--- src/inc/ptd_pkg.sv ---
// Constants, field positions and carrier types for the punch-through texel block decoder.
package ptd_pkg;

	// Block field positions shared by all modes; the flip bit is used in differential mode only.
	localparam int PTD_BLK_W = 64;
	localparam int PTD_FLIP_BIT = 32;
	localparam int PTD_OPAQUE_BIT = 33;
	localparam int PTD_IDX_LSB_BASE = 0;
	localparam int PTD_IDX_MSB_BASE = 16;

	// Differential mode fields (least significant bit of each).
	localparam int PTD_RED_BASE_LSB = 59;
	localparam int PTD_RED_DELTA_CODE_LSB = 56;
	localparam int PTD_GREEN_BASE_LSB = 51;
	localparam int PTD_GREEN_DELTA_CODE_LSB = 48;
	localparam int PTD_BLUE_BASE_LSB = 43;
	localparam int PTD_BLUE_DELTA_CODE_LSB = 40;
	localparam int PTD_TABLE_ONE_LSB = 37;
	localparam int PTD_TABLE_TWO_LSB = 34;

	// T mode fields.
	localparam int PTD_T_RED_UPPER_FRAGMENT_LSB = 59;
	localparam int PTD_T_RED_LOWER_FRAGMENT_LSB = 56;
	localparam int PTD_T_GREEN1_LSB = 52;
	localparam int PTD_T_BLUE1_LSB = 48;
	localparam int PTD_T_RED2_LSB = 44;
	localparam int PTD_T_GREEN2_LSB = 40;
	localparam int PTD_T_BLUE2_LSB = 36;
	localparam int PTD_T_DISTANCE_UPPER_FIELD_LSB = 34;
	localparam int PTD_DISTANCE_LOWER_FIELD_BIT = 32;

	// H mode fields.
	localparam int PTD_H_RED1_LSB = 59;
	localparam int PTD_H_GREEN_UPPER_FRAGMENT_LSB = 56;
	localparam int PTD_H_GREEN_LOWER_FRAGMENT_BIT = 52;
	localparam int PTD_H_BLUE_UPPER_FRAGMENT_BIT = 51;
	localparam int PTD_H_BLUE_LOWER_FRAGMENT_LSB = 47;
	localparam int PTD_H_RED2_LSB = 43;
	localparam int PTD_H_GREEN2_LSB = 39;
	localparam int PTD_H_BLUE2_LSB = 35;
	localparam int PTD_H_DISTANCE_UPPER_FIELD_BIT = 34;

	// Modifier magnitudes per table index, outer and inner entries.
	localparam logic [7:0] PTD_MOD_LARGE [0:7] = '{8'h08, 8'h11, 8'h1D, 8'h2A, 8'h3C, 8'h50, 8'h6A, 8'hB7};
	localparam logic [7:0] PTD_MOD_SMALL [0:7] = '{8'h02, 8'h05, 8'h09, 8'h0D, 8'h12, 8'h18, 8'h21, 8'h2F};
	// Shared distance table for T and H modes.
	localparam logic [7:0] PTD_DISTANCE [0:7] = '{8'h03, 8'h06, 8'h0B, 8'h10, 8'h17, 8'h20, 8'h29, 8'h40};

	// Register map, byte addresses.
	localparam logic [7:0] PTD_REG_CTRL = 8'h00;
	localparam logic [7:0] PTD_REG_STAT = 8'h04;
	localparam logic [7:0] PTD_REG_LAST = 8'h08;
	localparam int PTD_CTRL_EN_BIT = 0;
	localparam int PTD_STAT_COUNT_LSB = 16;
	localparam logic PTD_CTRL_EN_RST = 1'b1;
	localparam logic [15:0] PTD_COUNT_RST = 16'h0000;

	typedef enum logic [1:0] {
		PTD_MODE_DIFF = 2'b00,
		PTD_MODE_T = 2'b01,
		PTD_MODE_H = 2'b11,
		PTD_MODE_PLANAR = 2'b10
	} ptd_mode_t;

	typedef struct packed {
		logic [7:0] r;
		logic [7:0] g;
		logic [7:0] b;
		logic [7:0] a;
	} ptd_texel_t;

	typedef struct packed {
		logic [63:0] blk;
		logic [3:0] pix;
	} ptd_req_t;

	typedef struct packed {
		ptd_mode_t mode;
		ptd_texel_t texel;
	} ptd_dec_t;

	localparam ptd_texel_t PTD_PLANAR_TEXEL = '{r: 8'h00, g: 8'h00, b: 8'h00, a: 8'hFF};

	typedef struct packed {
		logic out_valid;
		ptd_texel_t texel;
		ptd_mode_t mode;
		logic enable;
		logic [15:0] count;
		logic [31:0] prdata;
		logic pready;
		logic pslverr;
	} ptd_state_t;

	localparam ptd_state_t PTD_STATE_RST = '{out_valid: 1'b0, texel: 32'h0000_0000, mode: PTD_MODE_DIFF,
		enable: PTD_CTRL_EN_RST, count: PTD_COUNT_RST, prdata: 32'h0000_0000, pready: 1'b0, pslverr: 1'b0};

endpackage

--- src/rtl/ptd_decoder.sv ---
// Punch-through texel block decoder: one 64-bit block and pixel number in, one RGBA texel out, APB control.
// What this block does
// RULE1: Differential decoding when every base plus delta sum stays within 0..31.
// RULE2: Bit 32 splits the block into left/right or top/bottom halves.
// RULE3: Five-bit codewords widen to eight by appending their top three bits.
// RULE4: Second half base is codeword plus signed 3-bit delta, widened alike.
// RULE5: First half table index from bits 39..37, second from 36..34.
// RULE6: Table index picks a modifier row; bit 33 chooses opaque or non-opaque set.
// RULE7: Opaque rows are fixed constants, hardcoded.
// RULE8: Non-opaque rows keep outer magnitudes and have zero inner entries.
// RULE9: Pixel index bits sit at fixed positions regardless of split.
// RULE10: Opaque: 11 large negative, 10 small negative, 00 small positive, 01 large positive.
// RULE11: Non-opaque: 11 large negative, 01 large positive, 10 and 00 zero.
// RULE12: Modifier adds to red, green, blue; each sum clamps to 0..255.
// RULE13: Alpha 255 if opaque; else index 10 gives all-zero texel.
// RULE14: T mode first red is upper fragment shifted two, ORed with lower.
// RULE15: H mode first green and blue are built from shifted fragments.
// RULE16: Four-bit channels widen to eight by repeating the nibble.
// RULE17: T mode paint zero is base one, paint two is base two.
// RULE18: T mode distance index is upper field shifted one ORed with lower bit.
// RULE19: T mode paint one is base two plus distance, paint three minus.
// RULE20: Differential delta adder needs no overflow handling.
// RULE21: Every T and H paint channel clamps to 0..255.
// RULE22: T and H: non-opaque index 10 zeroes the texel, else alpha 255.
// RULE23: H distance index low bit is base one value at least base two.
// RULE24: T and H pixel index directly selects the paint colour number.
// RULE25: Distance lookup holds eight fixed constants, index five is 32.
// RULE26: One texel per requested pixel, with a valid strobe; ready stays high while i_ce is low, so a request taken then gives no texel.
//
// The placing of the registers and the APB register port were decided locally.
`timescale 1ns/100ps
`default_nettype none

module ptd_decoder #(
	parameter int ADDR_W = 8
) (
	input wire logic i_ref_clk,
	input wire logic i_nrst,
	input wire logic i_ce,
	input wire logic i_req_valid,
	input wire ptd_pkg::ptd_req_t i_req,
	output logic o_req_ready,
	output logic o_valid,
	output ptd_pkg::ptd_texel_t o_texel,
	output ptd_pkg::ptd_mode_t o_mode,
	input wire logic i_psel,
	input wire logic i_penable,
	input wire logic i_pwrite,
	input wire logic [ADDR_W-1:0] i_paddr,
	input wire logic [31:0] i_pwdata,
	input wire logic [3:0] i_pstrb,
	output logic [31:0] o_prdata,
	output logic o_pready,
	output logic o_pslverr
);

	function automatic logic [7:0] widen_five_to_eight(input logic [4:0] c);
		return {c, c[4:2]}; // [RULE3]
	endfunction

	function automatic logic [7:0] widen_four_to_eight(input logic [3:0] c);
		return {c, c}; // [RULE16]
	endfunction

	function automatic logic [7:0] add_clamp(input logic [7:0] base, input logic signed [9:0] off);
		logic signed [9:0] s;
		s = $signed({2'b00, base}) + off;
		if (s < 10'sh000) begin
			return 8'h00; // [RULE12] [RULE21]
		end else if (s > 10'sh0FF) begin
			return 8'hFF;
		end
		return s[7:0];
	endfunction

	function automatic ptd_pkg::ptd_dec_t ptd_decode(input logic [63:0] b, input logic [3:0] p);
		logic msb;
		logic lsb;
		logic opq;
		logic sub;
		logic lo_bit;
		logic [5:0] sr;
		logic [5:0] sg;
		logic [5:0] sb;
		logic [2:0] tix;
		logic [2:0] dix;
		logic [7:0] mag;
		logic [7:0] br;
		logic [7:0] bg;
		logic [7:0] bb;
		logic [7:0] r1;
		logic [7:0] g1;
		logic [7:0] b1;
		logic [7:0] r2;
		logic [7:0] g2;
		logic [7:0] b2;
		logic signed [9:0] off;
		ptd_pkg::ptd_dec_t d;
		msb = b[ptd_pkg::PTD_IDX_MSB_BASE + p]; // [RULE9] [RULE24]
		lsb = b[ptd_pkg::PTD_IDX_LSB_BASE + p];
		opq = b[ptd_pkg::PTD_OPAQUE_BIT];
		sub = 1'b0;
		lo_bit = 1'b0;
		tix = 3'h0;
		dix = 3'h0;
		mag = 8'h00;
		off = 10'sh000;
		r1 = 8'h00;
		g1 = 8'h00;
		b1 = 8'h00;
		r2 = 8'h00;
		g2 = 8'h00;
		b2 = 8'h00;
		// Sums are one bit wider so that leaving 0..31 shows in the top bit either way.
		sr = {1'b0, b[ptd_pkg::PTD_RED_BASE_LSB +: 5]}
			+ {{3{b[ptd_pkg::PTD_RED_DELTA_CODE_LSB + 2]}}, b[ptd_pkg::PTD_RED_DELTA_CODE_LSB +: 3]};
		sg = {1'b0, b[ptd_pkg::PTD_GREEN_BASE_LSB +: 5]}
			+ {{3{b[ptd_pkg::PTD_GREEN_DELTA_CODE_LSB + 2]}}, b[ptd_pkg::PTD_GREEN_DELTA_CODE_LSB +: 3]};
		sb = {1'b0, b[ptd_pkg::PTD_BLUE_BASE_LSB +: 5]}
			+ {{3{b[ptd_pkg::PTD_BLUE_DELTA_CODE_LSB + 2]}}, b[ptd_pkg::PTD_BLUE_DELTA_CODE_LSB +: 3]};
		if (sr[5]) begin
			d.mode = ptd_pkg::PTD_MODE_T;
		end else if (sg[5]) begin
			d.mode = ptd_pkg::PTD_MODE_H;
		end else if (sb[5]) begin
			d.mode = ptd_pkg::PTD_MODE_PLANAR;
		end else begin
			d.mode = ptd_pkg::PTD_MODE_DIFF; // [RULE1]
		end
		br = 8'h00;
		bg = 8'h00;
		bb = 8'h00;
		case (d.mode)
			ptd_pkg::PTD_MODE_DIFF: begin
				// Pixel p sits at column p[3:2] and row p[1:0].
				sub = b[ptd_pkg::PTD_FLIP_BIT] ? p[1] : p[3]; // [RULE2]
				// Sums here are known to be in range, so only the low five bits are kept.
				br = widen_five_to_eight(sub ? sr[4:0] : b[ptd_pkg::PTD_RED_BASE_LSB +: 5]); // [RULE4] [RULE20]
				bg = widen_five_to_eight(sub ? sg[4:0] : b[ptd_pkg::PTD_GREEN_BASE_LSB +: 5]);
				bb = widen_five_to_eight(sub ? sb[4:0] : b[ptd_pkg::PTD_BLUE_BASE_LSB +: 5]);
				tix = sub ? b[ptd_pkg::PTD_TABLE_TWO_LSB +: 3] : b[ptd_pkg::PTD_TABLE_ONE_LSB +: 3]; // [RULE5]
				case ({msb, lsb}) // [RULE6] [RULE7] [RULE8]
					2'b11: off = -$signed({2'b00, ptd_pkg::PTD_MOD_LARGE[tix]}); // [RULE10] [RULE11]
					2'b01: off = $signed({2'b00, ptd_pkg::PTD_MOD_LARGE[tix]});
					2'b10: off = opq ? -$signed({2'b00, ptd_pkg::PTD_MOD_SMALL[tix]}) : 10'sh000;
					default: off = opq ? $signed({2'b00, ptd_pkg::PTD_MOD_SMALL[tix]}) : 10'sh000;
				endcase
			end
			ptd_pkg::PTD_MODE_T: begin
				r1 = widen_four_to_eight({b[ptd_pkg::PTD_T_RED_UPPER_FRAGMENT_LSB +: 2],
					b[ptd_pkg::PTD_T_RED_LOWER_FRAGMENT_LSB +: 2]}); // [RULE14]
				g1 = widen_four_to_eight(b[ptd_pkg::PTD_T_GREEN1_LSB +: 4]);
				b1 = widen_four_to_eight(b[ptd_pkg::PTD_T_BLUE1_LSB +: 4]);
				r2 = widen_four_to_eight(b[ptd_pkg::PTD_T_RED2_LSB +: 4]);
				g2 = widen_four_to_eight(b[ptd_pkg::PTD_T_GREEN2_LSB +: 4]);
				b2 = widen_four_to_eight(b[ptd_pkg::PTD_T_BLUE2_LSB +: 4]);
				dix = {b[ptd_pkg::PTD_T_DISTANCE_UPPER_FIELD_LSB +: 2], b[ptd_pkg::PTD_DISTANCE_LOWER_FIELD_BIT]}; // [RULE18]
				mag = ptd_pkg::PTD_DISTANCE[dix]; // [RULE25]
				br = r2;
				bg = g2;
				bb = b2;
				case ({msb, lsb}) // [RULE17] [RULE19] [RULE24]
					2'b00: begin
						br = r1;
						bg = g1;
						bb = b1;
					end
					2'b01: off = $signed({2'b00, mag});
					2'b11: off = -$signed({2'b00, mag});
					default: off = 10'sh000;
				endcase
			end
			ptd_pkg::PTD_MODE_H: begin
				r1 = widen_four_to_eight(b[ptd_pkg::PTD_H_RED1_LSB +: 4]);
				g1 = widen_four_to_eight({b[ptd_pkg::PTD_H_GREEN_UPPER_FRAGMENT_LSB +: 3],
					b[ptd_pkg::PTD_H_GREEN_LOWER_FRAGMENT_BIT]}); // [RULE15]
				b1 = widen_four_to_eight({b[ptd_pkg::PTD_H_BLUE_UPPER_FRAGMENT_BIT],
					b[ptd_pkg::PTD_H_BLUE_LOWER_FRAGMENT_LSB +: 3]});
				r2 = widen_four_to_eight(b[ptd_pkg::PTD_H_RED2_LSB +: 4]);
				g2 = widen_four_to_eight(b[ptd_pkg::PTD_H_GREEN2_LSB +: 4]);
				b2 = widen_four_to_eight(b[ptd_pkg::PTD_H_BLUE2_LSB +: 4]);
				lo_bit = ({r1, g1, b1} >= {r2, g2, b2}); // [RULE23]
				dix = {b[ptd_pkg::PTD_H_DISTANCE_UPPER_FIELD_BIT], b[ptd_pkg::PTD_DISTANCE_LOWER_FIELD_BIT], lo_bit};
				mag = ptd_pkg::PTD_DISTANCE[dix];
				br = msb ? r2 : r1; // [RULE24]
				bg = msb ? g2 : g1;
				bb = msb ? b2 : b1;
				off = lsb ? -$signed({2'b00, mag}) : $signed({2'b00, mag});
			end
			default: begin
				off = 10'sh000;
			end
		endcase
		d.texel.r = add_clamp(br, off); // [RULE12] [RULE21]
		d.texel.g = add_clamp(bg, off);
		d.texel.b = add_clamp(bb, off);
		d.texel.a = 8'hFF;
		if (d.mode == ptd_pkg::PTD_MODE_PLANAR) begin
			// Planar blocks are not decoded here; a fixed opaque texel marks them.
			d.texel = ptd_pkg::PTD_PLANAR_TEXEL;
		end else if (!opq && msb && !lsb) begin
			d.texel = 32'h0000_0000; // [RULE13] [RULE22]
		end
		return d;
	endfunction

	ptd_pkg::ptd_state_t st;
	ptd_pkg::ptd_state_t next_st;
	ptd_pkg::ptd_dec_t dec;
	logic accept;
	logic apb_setup;
	logic apb_commit;
	logic hit_ctrl;
	logic hit_stat;
	logic hit_last;

	assign dec = ptd_decode(i_req.blk, i_req.pix);
	// Requests are taken only while the stream is enabled; the ready output mirrors that flop.
	assign accept = i_req_valid && st.enable;
	// The answer comes one cycle into the access phase; writes land on the edge that samples pready.
	assign apb_setup = i_psel && i_penable && !st.pready;
	assign apb_commit = i_psel && i_penable && st.pready && i_pwrite;
	assign hit_ctrl = (i_paddr == ADDR_W'(ptd_pkg::PTD_REG_CTRL));
	assign hit_stat = (i_paddr == ADDR_W'(ptd_pkg::PTD_REG_STAT));
	assign hit_last = (i_paddr == ADDR_W'(ptd_pkg::PTD_REG_LAST));

	always_comb begin
		next_st = st;
		next_st.out_valid = 1'b0;
		next_st.pready = 1'b0;
		next_st.pslverr = 1'b0;
		if (accept) begin
			next_st.out_valid = 1'b1; // [RULE26]
			next_st.texel = dec.texel;
			next_st.mode = dec.mode;
		end
		if (apb_setup) begin
			next_st.pready = 1'b1;
			next_st.prdata = 32'h0000_0000;
			if (hit_ctrl) begin
				next_st.prdata[ptd_pkg::PTD_CTRL_EN_BIT] = st.enable;
			end else if (hit_stat) begin
				next_st.prdata = {st.count, 14'h0000, st.mode};
			end else if (hit_last) begin
				next_st.prdata = st.texel;
			end else begin
				next_st.pslverr = 1'b1;
			end
		end
		if (apb_commit && hit_ctrl && i_pstrb[0]) begin
			next_st.enable = i_pwdata[ptd_pkg::PTD_CTRL_EN_BIT];
		end
		// A write to status clears the texel count; a texel finished in the same cycle still counts.
		if (apb_commit && hit_stat) begin
			next_st.count = accept ? 16'h0001 : 16'h0000;
		end else if (accept) begin
			next_st.count = st.count + 16'h0001;
		end
		if (!i_ce) begin
			next_st = st;
		end
	end

	always_ff @(posedge i_ref_clk) begin
		if (!i_nrst) begin
			st <= ptd_pkg::PTD_STATE_RST;
		end else begin
			st <= next_st;
		end
	end

	assign o_req_ready = st.enable;
	assign o_valid = st.out_valid;
	assign o_texel = st.texel;
	assign o_mode = st.mode;
	assign o_prdata = st.prdata;
	assign o_pready = st.pready;
	assign o_pslverr = st.pslverr;
endmodule

`default_nettype wire

--- config.mk ---
export PLATFORM = sky130hd
export DESIGN_NAME = ptd_decoder
export DESIGN_NICKNAME = d
export VERILOG_FILES = /design/src/inc/ptd_pkg.sv /design/src/rtl/ptd_decoder.sv
export SDC_FILE = /design/constraint.sdc
export NUM_CORES = 1
export LEC_CHECK = 0
export BUFFER_PORTS_ARGS = -buffer_cell sky130_fd_sc_hd__buf_2
export CAP_MARGIN = 20
export CORE_MARGIN = 8
export CORE_UTILIZATION = 56
export CTS_CLUSTER_SIZE = 20
export DETAILED_ROUTE_END_ITERATION = 12
export PLACE_DENSITY = 0.83
export SLEW_MARGIN = 10
export SYNTH_ARGS = -nofsm -noshare
export SYNTH_HDL_FRONTEND = slang
export SYNTH_SLANG_ARGS = --single-unit
--- constraint.sdc ---
create_clock -name i_ref_clk -period 5.8 [get_ports i_ref_clk]
set_input_delay 0.29 -clock i_ref_clk [delete_from_list [all_inputs] [get_ports i_ref_clk]]
set_output_delay 0.29 -clock i_ref_clk [all_outputs]
set_load 0.01 [all_outputs]
==> metrics.md <==
| Metric | Value |
|---|---|
| Status | `finished, final reports clean` |
| Placed Instances | `1,290` |
| Area share of the largest cell type after synthesis | `17.9%` |
| Avg Vias per Cell | `6.15` |
| VDD IR max | `about 0.00019 V` |
| Number of global-route vias before repair | `~7,300` |
| Min-delay worst type | `in -> reg` |
| Detail Route Antenna Nets | `0` |
| Pleak | `0.00400 uW` |
| RR Startpoint | `o_req_ready` |
| Seq/Total Area, Yosys | `17.9%` |
| Top cells by area, synth | `dfxtp_1, ha_1, buf_4, a21oi_1, nor2_1` |
| Final Non-Filler Cells | `1,305` |
| Post-synth EDFFs | `0` |
| Worst EP required | `6070 ps` |
| Most crowded layer after global routing | `met2` |
| Initial antenna violation count | `0` |
| Antenna Cells | `0` |
| Gate Count Post-Synth | `between 1,000 and 1,500` |
| Vias | `8,028` |
| Final period util | `89.6%` |
| Met1 global-route usage | `between 20% and 30%` |
| Post-CTS setup buffer count | `0` |
| R2R Setup Slk | `3580 ps` |
| Clk slew on worst S/H paths | `60 ps` |
| Most frequent cells in the layout | `buf_2, nor2_1, nand2_1` |
| Slew HR | `29.7%` |
| Max FO, Critical Path | `8` |
| Die span in x | `138 microns` |
| Initial DRC count | `between 500 and 600` |
| Post-CTS sizing | `0` |
| Avg Cell Area, Syn | `7.85 sq um` |
| Synth-to-layout area growth | `8.52%` |
| DR WL/cell | `about 18 microns` |
| CTS tree | `done` |
| HPWL Detailed | `18.1 mm` |
| Grt met2 use | `38.8%` |
| Synthesized area | `8280 sq um` |
| Reg2Reg Depth | `5` |
| Port Buffer Count | `between 150 and 200` |
| Drt pass-1 iters | `5` |
| CP startpoint kind | `input port` |
| WHS Path Cells | `3` |
| Largest net degree at the start of global routing | `38` |
| Die height | `138 microns` |
| Worst skew pair latency | `approximately 330 ps` |
| Final setup violation count | `0` |
| Cell taking the most area after synthesis | `dfxtp_1` |
| CP endpoint | `o_texel[22]` |
| # fillers | `1,297` |
| Max-cap violations | `0` |
| CP endpoint kind | `flip-flop` |
| Crit path from | `i_req[46]` |
| Clk buf depth | `2` |
| Endpoints failing hold | `0` |
| Achievable frequency | `around 190 MHz` |
| Synth warn | `0` |
| DRC violations left | `0` |
| Met3 Use GR | `2.70%` |
| Crit path DAT | `5460 ps` |
| GRT overflow | `0` |
| Core area | `14,500 sq um` |
| RSZ-0062 raised after global routing | `false` |
| Layout cell share with drive strength beyond 1 | `about a fifth` |
| Most common cell after layout, fill and taps aside | `buf_2` |
| RR Endpoint | `st[39]` |
| Synthesized net count | `between 1,000 and 1,500` |
| Nets | `1,313` |
| Tmin final | `5190 ps` |
| Setup CP Type | `in -> reg` |
| First-pass GRT wire length | `36.2 mm` |
| H-tree lvl count | `3` |
| Hold path startpoint | `i_pwdata[0]` |
| Yosys reg bits | `74` |
| Fraction of registers with async set/reset | `0%` |
| IO Pins | `189` |
| FP Rows | `44` |
| CTS Hold Bufs | `0` |
| Detailed Route WL | `around 23 mm` |
| Most common flop cell mapped by yosys | `dfxtp_1` |
| Max Slew Vio Count | `0` |
| Number of distinct library cells after synthesis | `87` |
| Clock skew | `slightly below 9 ps` |
| Clock buffer count from CTS | `9` |
| Clock sinks | `74` |
| Gr usage total | `between 20% and 30%` |
| RePlAce Congestion | `0.941` |
| Effective utilization at floorplan | `57.2%` |
| Root buffer cell | `clkbuf_16` |
| Slew @ Worst Pin | `1050 ps` |
| Setup TNS | `0 ps` |
| Die ar. | `18,900 sq um` |
| Pwr dens | `between 200 and 300 nW/um^2` |
worst max-delay path, cell delays in order:
cell and delay [ps]:
buf_2 170, inv_1 120, ha_1 310, nand3_1 100
o22ai_1 140, nor4_1 60, o21ai_1 290, inv_1 110
ha_1 220, o21ai_1 180, ha_1 240, nand4b_1 160
a21oi_1 150, mux2i_1 80, a32oi_1 230, o32a_1 190
o21ai_0 220, ha_1 340, or4_1 510, and3_1 250
a21o_1 220, a2111oi_4 450, or2_1 230, o221a_1 200
registers in the layout, indices dropped and copies added (netlist names):
signal,flops
o_req_ready,1
st,16
o_texel,25
o_pready,1
o_pslverr,1
o_prdata,27
o_mode,2
o_valid,1
report_power, final:
group	total [uW]	leakage (uW)	internal, uW	switching (uW)
sequential	564	0.000599	537	27.2
combinational	1230	0.00326	514	720
clock	547	0.000140	340	206
total	2340	0.00400	1390	953
worst min-delay path by stage:
stage / endpoint / slack [ps]
after floorplan: o_req_ready / 420
after global placement: o_prdata[13] / 440
after detailed placement: o_prdata[9] / 440
after CTS: o_req_ready / 180
after global routing: o_req_ready / 200
final: o_req_ready / 180
area by class of cell:
cell class,count,area [sq um],area share [%]
multi-input cells,832,5980,66.6
clock buffers,10,239,2.66
inverters,31,116,1.29
flip-flops and latches,74,1480,16.5
well taps,184,230,2.56
clock inverters,5,55.1,0.613
repair buffers,169,883,9.83
kinds of logic (layout without fill, tap and decap cells):
logic type	count (synthesis)	in the layout	synth area share, %
AOI/OAI and AO/OA	320	320	27.8
xor gates and xnor gates	46	46	4.87
adders and majority gates	77	77	12.2
buffers and inverters	149	215	10.2
DFF	74	74	17.9
muxes	40	40	6.13
and+or+nand+nor	349	349	20.9
per-layer routing:
layer	wire length (microns)	share of wire [%]	up-vias
met5	0	0	-
met4	641	2.8	0
met3	1750	7.7	50
met2	10700	47	338
met1	9760	43	3717
li1	-	-	3923
synthesized netlist by cell type, drive strengths merged, types with 4 or more instances:
master,instances
nand2b,20
nor3b,8
nor4,8
o22a,14
a211oi,5
inv,29
o211a,5
a22oi,15
nand2,96
o211ai,5
o21ai,72
a31oi,15
dfxtp,74
o22ai,15
nand4,13
nor3,11
mux2i,29
o31ai,4
a21o,16
a21oi,87
clkbuf,37
ha,71
fa,6
o221a,10
o21bai,5
a21boi,10
o21a,5
or3,8
buf,81
and2,16
a2111oi,7
xnor2,27
and3,9
nor2b,9
or2,6
mux4,8
nand3,30
nor2,102
or4,4
xor2,19
through the flow:
step,cell area [sq um],setup slack (ps),utilization [%],power (uW),hold slack (ps)
2_1_floorplan,8280,744,-,1510,415
3_3_place_gp,8690,352,60.0,1760,437
3_5_place_dp,8690,315,60.0,1780,443
4_1_cts,8990,620,62.1,2330,176
5_1_grt,8990,163,62.1,2480,196
6_report,8990,606,62.1,2340,183
Power figures use the tool's default switching activity.
